### config.mk
export PLATFORM = sky130hd
export DESIGN_NAME = ifsb_flag_bank
export DESIGN_NICKNAME = d
export VERILOG_FILES = /design/src/logic/ifsb_pkg.sv /design/src/logic/ifsb_flag_bank.sv
export SDC_FILE = /design/constraint.sdc
export NUM_CORES = 1
export LEC_CHECK = 0
export ABC_AREA = 1
export BUFFER_PORTS_ARGS = -buffer_cell sky130_fd_sc_hd__buf_2
export CAP_MARGIN = 25
export CELL_PAD_IN_SITES_DETAIL_PLACEMENT = 0
export CELL_PAD_IN_SITES_GLOBAL_PLACEMENT = 1
export CORE_UTILIZATION = 31
export DETAILED_ROUTE_END_ITERATION = 16
export PLACE_DENSITY_LB_ADDON = 0.1
export REMOVE_ABC_BUFFERS = 1
export SLEW_MARGIN = 20
export SYNTH_ARGS = -nofsm -noshare
export SYNTH_HDL_FRONTEND = slang
export SYNTH_SLANG_ARGS = --single-unit
### constraint.sdc
create_clock -name ref_clk -period 2.2 [get_ports ref_clk]
set_input_delay 0.11 -clock ref_clk [delete_from_list [all_inputs] [get_ports ref_clk]]
set_output_delay 0.11 -clock ref_clk [all_outputs]
set_load 0.1 [all_outputs]
### src/logic/ifsb_pkg.sv
// Package with register map, field positions and carrier types of the interrupt flag bank.
package ifsb_pkg;

	// ********************************************************************
	// Register map
	// ********************************************************************
	localparam logic [11:0] ADDR_FLAG_STATUS_0 = 12'h000;
	localparam logic [11:0] ADDR_FLAG_STATUS_1 = 12'h004;
	localparam logic [15:0] FLAG_RESET         = 16'h0000;

	// Implemented positions of each register; all other bits read zero.
	localparam logic [15:0] MASK_FLAG_STATUS_0 = 16'h3fef;
	localparam logic [15:0] MASK_FLAG_STATUS_1 = 16'hfe1f;

	// ********************************************************************
	// Field positions, register 0
	// ********************************************************************
	localparam int unsigned POS_TIMER_ONE   = 3;
	localparam int unsigned POS_TIMER_TWO   = 7;

	// ********************************************************************
	// Field positions, register 1
	// ********************************************************************
	localparam int unsigned POS_SER2_TX     = 15;
	localparam int unsigned POS_SER2_RX     = 14;
	localparam int unsigned POS_EXT_TWO     = 13;
	localparam int unsigned POS_TIMER_FIVE  = 12;
	localparam int unsigned POS_TIMER_FOUR  = 11;
	localparam int unsigned POS_CMP_FOUR    = 10;
	localparam int unsigned POS_CMP_THREE   = 9;
	localparam int unsigned POS_EXT_ONE     = 4;
	localparam int unsigned POS_CHANGE      = 3;
	localparam int unsigned POS_COMPARATOR  = 2;
	localparam int unsigned POS_I2C_MASTER  = 1;
	localparam int unsigned POS_I2C_SLAVE   = 0;

	// ********************************************************************
	// Carrier types
	// ********************************************************************
	// Event pulses, one bit per flag position, same layout as the registers.
	typedef struct packed
	{
		logic [15:0] status_0;
		logic [15:0] status_1;
	} ifsb_events_s;

	typedef struct packed
	{
		logic        psel;
		logic        penable;
		logic        pwrite;
		logic [11:0] paddr;
		logic [31:0] pwdata;
	} ifsb_apb_req_s;

endpackage

### src/logic/ifsb_flag_bank.sv
// Interrupt flag status bank with APB register access.
//
// The address map and the APB register port are this design's own decisions.
`timescale 1ns/1ps

// What this block does
// - A flag sets when its source requests while the clock enable is high and stays set until cleared.
// - A clear flag stays zero while no request from its source is pending and no write sets it.
// - Register one bit 14 holds the second serial receiver flag.
// - Register one bit 13 holds the external pin two flag.
// - Register one bit 12 holds the fifth timer flag.
// - Register one bit 11 holds the fourth timer flag.
// - Register one bit 3 holds the change notification flag.
// - Register one bit 4 holds the external pin one flag.
module ifsb_flag_bank
(
	input  wire logic                  ref_clk,
	input  wire logic                  rst,
	input  wire logic                  clk_en,
	input  wire ifsb_pkg::ifsb_apb_req_s apb_req,
	output logic                       pready,
	output logic                       pslverr,
	output logic [31:0]                prdata,
	input  wire ifsb_pkg::ifsb_events_s  events,
	output logic [15:0]                interrupt_flag_status_0,
	output logic [15:0]                interrupt_flag_status_1
);

	// ********************************************************************
	// Bus decode
	// ********************************************************************
	logic access;
	logic hit_0;
	logic hit_1;
	logic wr_0;
	logic wr_1;

	// Every access completes in its first access cycle, so pready is a plain decode.
	assign access  = apb_req.psel && apb_req.penable;
	assign hit_0   = apb_req.paddr == ifsb_pkg::ADDR_FLAG_STATUS_0;
	assign hit_1   = apb_req.paddr == ifsb_pkg::ADDR_FLAG_STATUS_1;
	assign wr_0    = access && apb_req.pwrite && hit_0 && clk_en;
	assign wr_1    = access && apb_req.pwrite && hit_1 && clk_en;
	assign pready  = access;
	assign pslverr = access && !(hit_0 || hit_1); // Unmapped addresses answer with an error.

	// ********************************************************************
	// Flag registers
	// ********************************************************************
	logic [15:0] next_flag_0;
	logic [15:0] next_flag_1;
	logic [31:0] next_prdata;

	// Software write lands first, then hardware events OR on top, so a set in the
	// clearing cycle is never lost. Unimplemented positions are masked to zero.
	always_comb
	begin
		next_flag_0 = interrupt_flag_status_0;
		next_flag_1 = interrupt_flag_status_1;
		next_prdata = prdata;
		if (wr_0)
			next_flag_0 = apb_req.pwdata[15:0];
		if (wr_1)
			next_flag_1 = apb_req.pwdata[15:0];
		next_flag_0 = (next_flag_0 | events.status_0) & ifsb_pkg::MASK_FLAG_STATUS_0;
		next_flag_1 = (next_flag_1 | events.status_1) & ifsb_pkg::MASK_FLAG_STATUS_1;
		// Read data is registered in the setup cycle so it is stable through access.
		if (apb_req.psel && !apb_req.penable && !apb_req.pwrite)
		begin
			if (apb_req.paddr == ifsb_pkg::ADDR_FLAG_STATUS_0)
				next_prdata = {16'h0000, interrupt_flag_status_0};
			else if (apb_req.paddr == ifsb_pkg::ADDR_FLAG_STATUS_1)
				next_prdata = {16'h0000, interrupt_flag_status_1};
			else
				next_prdata = 32'h0000_0000;
		end
	end

	// Flags clear on reset and hold while the clock enable is low.
	always_ff @(posedge ref_clk or posedge rst)
	begin
		if (rst)
		begin
			interrupt_flag_status_0 <= ifsb_pkg::FLAG_RESET;
			interrupt_flag_status_1 <= ifsb_pkg::FLAG_RESET;
			prdata                  <= 32'h0000_0000;
		end
		else if (clk_en)
		begin
			interrupt_flag_status_0 <= next_flag_0;
			interrupt_flag_status_1 <= next_flag_1;
			prdata                  <= next_prdata;
		end
	end

	// ********************************************************************
	// Named flag views
	// ********************************************************************
	// One name per flag position of register one and for bits 3 and 7 of register zero, so each
	// named position is pinned down by its own assertion and a slip in one cannot hide behind the others.
	logic timer_one_flag;
	logic timer_two_flag;
	logic serial2_transmit_flag;
	logic serial2_receive_flag;
	logic ext_pin_two_flag;
	logic timer_five_flag;
	logic timer_four_flag;
	logic compare_four_flag;
	logic compare_three_flag;
	logic ext_pin_one_flag;
	logic change_notify_flag;
	logic comparator_flag;
	logic i2c_master_event_flag;
	logic i2c_slave_event_flag;

	// Register zero positions.
	assign timer_one_flag        = interrupt_flag_status_0[ifsb_pkg::POS_TIMER_ONE];
	assign timer_two_flag        = interrupt_flag_status_0[ifsb_pkg::POS_TIMER_TWO];

	// Register one positions.
	assign serial2_transmit_flag = interrupt_flag_status_1[ifsb_pkg::POS_SER2_TX];
	assign serial2_receive_flag  = interrupt_flag_status_1[ifsb_pkg::POS_SER2_RX];
	assign ext_pin_two_flag      = interrupt_flag_status_1[ifsb_pkg::POS_EXT_TWO];
	assign timer_five_flag       = interrupt_flag_status_1[ifsb_pkg::POS_TIMER_FIVE];
	assign timer_four_flag       = interrupt_flag_status_1[ifsb_pkg::POS_TIMER_FOUR];
	assign compare_four_flag     = interrupt_flag_status_1[ifsb_pkg::POS_CMP_FOUR];
	assign compare_three_flag    = interrupt_flag_status_1[ifsb_pkg::POS_CMP_THREE];
	assign ext_pin_one_flag      = interrupt_flag_status_1[ifsb_pkg::POS_EXT_ONE];
	assign change_notify_flag    = interrupt_flag_status_1[ifsb_pkg::POS_CHANGE];
	assign comparator_flag       = interrupt_flag_status_1[ifsb_pkg::POS_COMPARATOR];
	assign i2c_master_event_flag = interrupt_flag_status_1[ifsb_pkg::POS_I2C_MASTER];
	assign i2c_slave_event_flag  = interrupt_flag_status_1[ifsb_pkg::POS_I2C_SLAVE];
endmodule

# Word-level counts from Yosys, hierarchy flattened
# Cells that the tools add are included.
# op_classes
n_eq_ne,1
muxes,4
n_bitwise,2
reduce_logical,15
# op_table
op,n
2-to-1 mux 16 bit,3
bitwise OR 16 bit,1
2-to-1 mux 14 bit,1
bitwise OR 14 bit,1
equality test 12 x 3 -> 1 bit (second input constant),1
logical NOT 12 bit,1
logical AND 1 bit,9
logical NOT 1 bit,3
AND reduction 2 bit,1
logical OR 1 bit,1
# word_totals
reg_bits,57
input_bits,82
output_inout_bits,66
elab_cells,25

# Depth between registers and ports, before layout
# logic_depth
depth_word,6
depth_mapped,8
depth_no_buf,7

# Worst setup path after synthesis
# OpenSTA, ideal clock, no wires.
# synth_timing
kind,input-to-output
start,in apb_req[43] (netlist name)
end,out pslverr
t_arrival_ps,2664
t_required_ps,2090
slack_ps,-574
path_stages,6
n_path_buf,1
cell_sequence,nor2_1 -> nand2_2 -> nor2_8 -> and2_4 -> buf_6 -> nor3_1
# synth_between
elab_chain_len,4
word_cells_on_any_way,5
classes_between,1 x eq/ne; 4 x reduce/logical
# synth_lines
element,line_no,text
start: declaration,ifsb_flag_bank.sv:20,"input wire ifsb_pkg::ifsb_apb_req_s apb_req,"
equality test 12 x 3 -> 1 bit or logical NOT 12 bit (tied branches),"ifsb_flag_bank.sv:41, ifsb_flag_bank.sv:40",
logical OR 1 bit (*),ifsb_flag_bank.sv:45,assign pslverr = access && !(hit_0 || hit_1);
logical NOT 1 bit (*),ifsb_flag_bank.sv:45,
logical AND 1 bit (*),ifsb_flag_bank.sv:45,
end: declaration,ifsb_flag_bank.sv:22,"output logic pslverr,"
# Mark *: on every way between the ends. The rest lies on a longest branch, timed or not.

# Worst setup path in the final report
# layout_timing
start,in apb_req[32] (netlist name)
end,out pslverr
# Same word-level chain as after synthesis.

==> qor.yml <==
dp_hpwl_mm: 4.91
postCtsResizedCells: 0
leakagePower_nw: 1.71
ios: 148
setup-violations-final: 0
clk_path_buf_depth: 2
ys_seq_area_frac: 0.432
numCtsBuffers: 5
area_delta_synth_final_pct: 24.4
drc_errors: 0
rsz0062_at_grt: "false"
critPathSlowestCell: "buf_2"
fin_skew_ps: 5.66
die_w_um: 89.5
dieArea_um2: 8010
hold_violations: 0
htree_levels: 2
worstPathArrival_ps: 1280
synth_xor_area_frac: 0
track_usage: 0.187
power_density_nw_per_um2: 538
synth_simple_gate_area_frac: 0.413
totalWireLength_mm: 6.89
fin_crit_sh: 0.632
syn-cell-area_um2: 2370
synth_compound_area_frac: 0
cp-start-kind: "input port"
fmax_ghz: 0.720
cpPeakStageDelay_ps: 460
cap_viol_max_count: 0
wl_per_cell_um: 13.3
power_mw: 1.59
synthCells: 317
fin_ws_ps: 810
synthMuxAreaShare: 0
yosysUniqueCellTypes: 22
cp-end-kind: "output port"
tns_ps: 0
fillers: 813
clk_latency_ps: 290
timing.slew.headroom: 0.405
num_vias: 2274
ys_ff_latch: 41
worst-path-max-fanout: 11
final-max-slew-violation-count: 0
layout.nets: 500
timing.critical_path.mode_cell: "buf_2"
critPathKind: "input port to output port"
portBuffers: 101
drive_above_1_share: 0.309
hold_class: "input port to async pin"
ir_drop_mv: 0.199
grt_overflow_total: 0
crit_path_cell_trace: "buf_2 -> inv_1 -> nand2_1 -> nor2_4 -> and2_4 -> nor3_1 -> buf_2"
clock_sinks: 41
status: "complete, no violations"
grt_pass1_vias: 2121
post_cts_buffers: 0
hold_buffers: 0
tightest_slew_ps: 892
pre_cts_ws_ps: 796
layout_min_cycle_time_ps: 1390
grt_max_degree: 42
avgSynthCellArea_um2: 7.49
first_iter_violations: 83
cts_tree: "done"
drt_pass1_iterations: 4
dieHeight_um: 89.5
root_buffer: "clkbuf_8"
path_clk_slew_ps: 80
ant_nets: 0
grt_pass1_wl_mm: 11.0
synth_top_family_by_area: "simple AND/OR/NAND/NOR gates"
initial_core_util: 0.324
antenna_found_initial: 0
rows: 31
core_um2: 7330
crit_required_ps: 2090
viasPerCell: 4.40
synthAdderAreaFrac: 0
ys_warn_count: 0
antennaDiodeCount: 0
whs_ps: 3.66
gp_congestion: 0.707
stage by stage:
stage	area (um^2)	std cells	util
3_3_place_gp	2870	510	0.391
4_1_cts	2950	517	0.403
2_1_floorplan	2180	302	-
3_5_place_dp	2870	510	0.391
5_1_grt	2950	517	0.403
6_report	2950	517	0.403
final cells by class:
type                    count  area (um^2)  share of cell area
clock buffers               7         86.3              0.0292
flip-flops and latches     41         1030               0.347
multi-input cells         238         1070               0.361
well taps                  99          124              0.0419
repair buffers            109          566               0.191
inverters                  23         86.3              0.0292
worst paths after layout:
| kind | start | end | slack [ps] | cells past startpoint |
|---|---|---|---|---|
| worst max-delay path | apb_req[32] | pslverr | 810 | 7 |
| worst min-delay path | rst | prdata[5] | 4 | 2 |
| worst max register to register | interrupt_flag_status_1[9] | prdata[9] | 1420 | 4 |
| worst min register to register | prdata[15] | prdata[15] | 480 | 2 |
| max in group asynchronous | rst | interrupt_flag_status_0[12] | 1630 | 2 |
| min in group ref_clk | events[21] | interrupt_flag_status_0[5] | 30 | 3 |
sequential cells by signal (all words and copies together), names as in the netlist:
name                     count
interrupt_flag_status_0     13
interrupt_flag_status_1     12
prdata                      16
cell usage in the layout, fill, tap and decap left out, types with 2 or more instances in the layout:
cell      Yosys  layout
nor2_4        2       2
clkbuf_8      0       6
nor2_2        2       2
nand3_1      46      46
inv_1        21      20
conb_1        1      23
inv_2         1       2
buf_2         4     101
nand2_2       3       3
nor2_1        6       6
buf_4        26       8
nand3_2       2       2
nand2_1     134     134
nand4_1      15      15
dfrtp_1      41      41
cells in the mapped netlist (all sizes together):
cell type | n | area [um^2]
and2 | 1 | 8.76
and3 | 1 | 6.26
buf | 35 | 272
clkbuf | 2 | 7.51
clkinv | 1 | 3.75
conb | 1 | 3.75
dfrtp | 41 | 1030
inv | 22 | 82.6
nand2 | 137 | 522
nand3 | 48 | 250
nand4 | 15 | 93.8
nor2 | 11 | 77.6
nor3 | 2 | 21.3
logic make-up (layout without fill, tap and decap cells):
family        after synthesis  after routing
buf+inv                    60            139
flops                      41             41
simple gates              215            215
other cells                 1             23
worst max-delay path: cells and delay by family:
family	cells	cell delay (ps)
and+or+nand+nor	4	590
buffers and inverters	3	580
routing by layer:
layer / up-vias / wire (um) / GRT usage
li1: 1162 / - / -
met1: 1035 / 3220 / 0.246
met2: 71 / 3310 / 0.318
met3: 6 / 296 / 0.0379
met4: 0 / 65 / 0.0433
met5: - / 0 / 0
report_power, final:
| group | internal, mW | switching [mW] | leakage [nW] |
|---|---|---|---|
| Sequential | 0.753 | 0.000134 | 0.442 |
| Combinational | 0.0579 | 0.272 | 1.22 |
| Clock | 0.249 | 0.258 | 0.0443 |
| Total | 1.06 | 0.530 | 1.71 |
No activity file was read; power rests on OpenSTA's default activity.
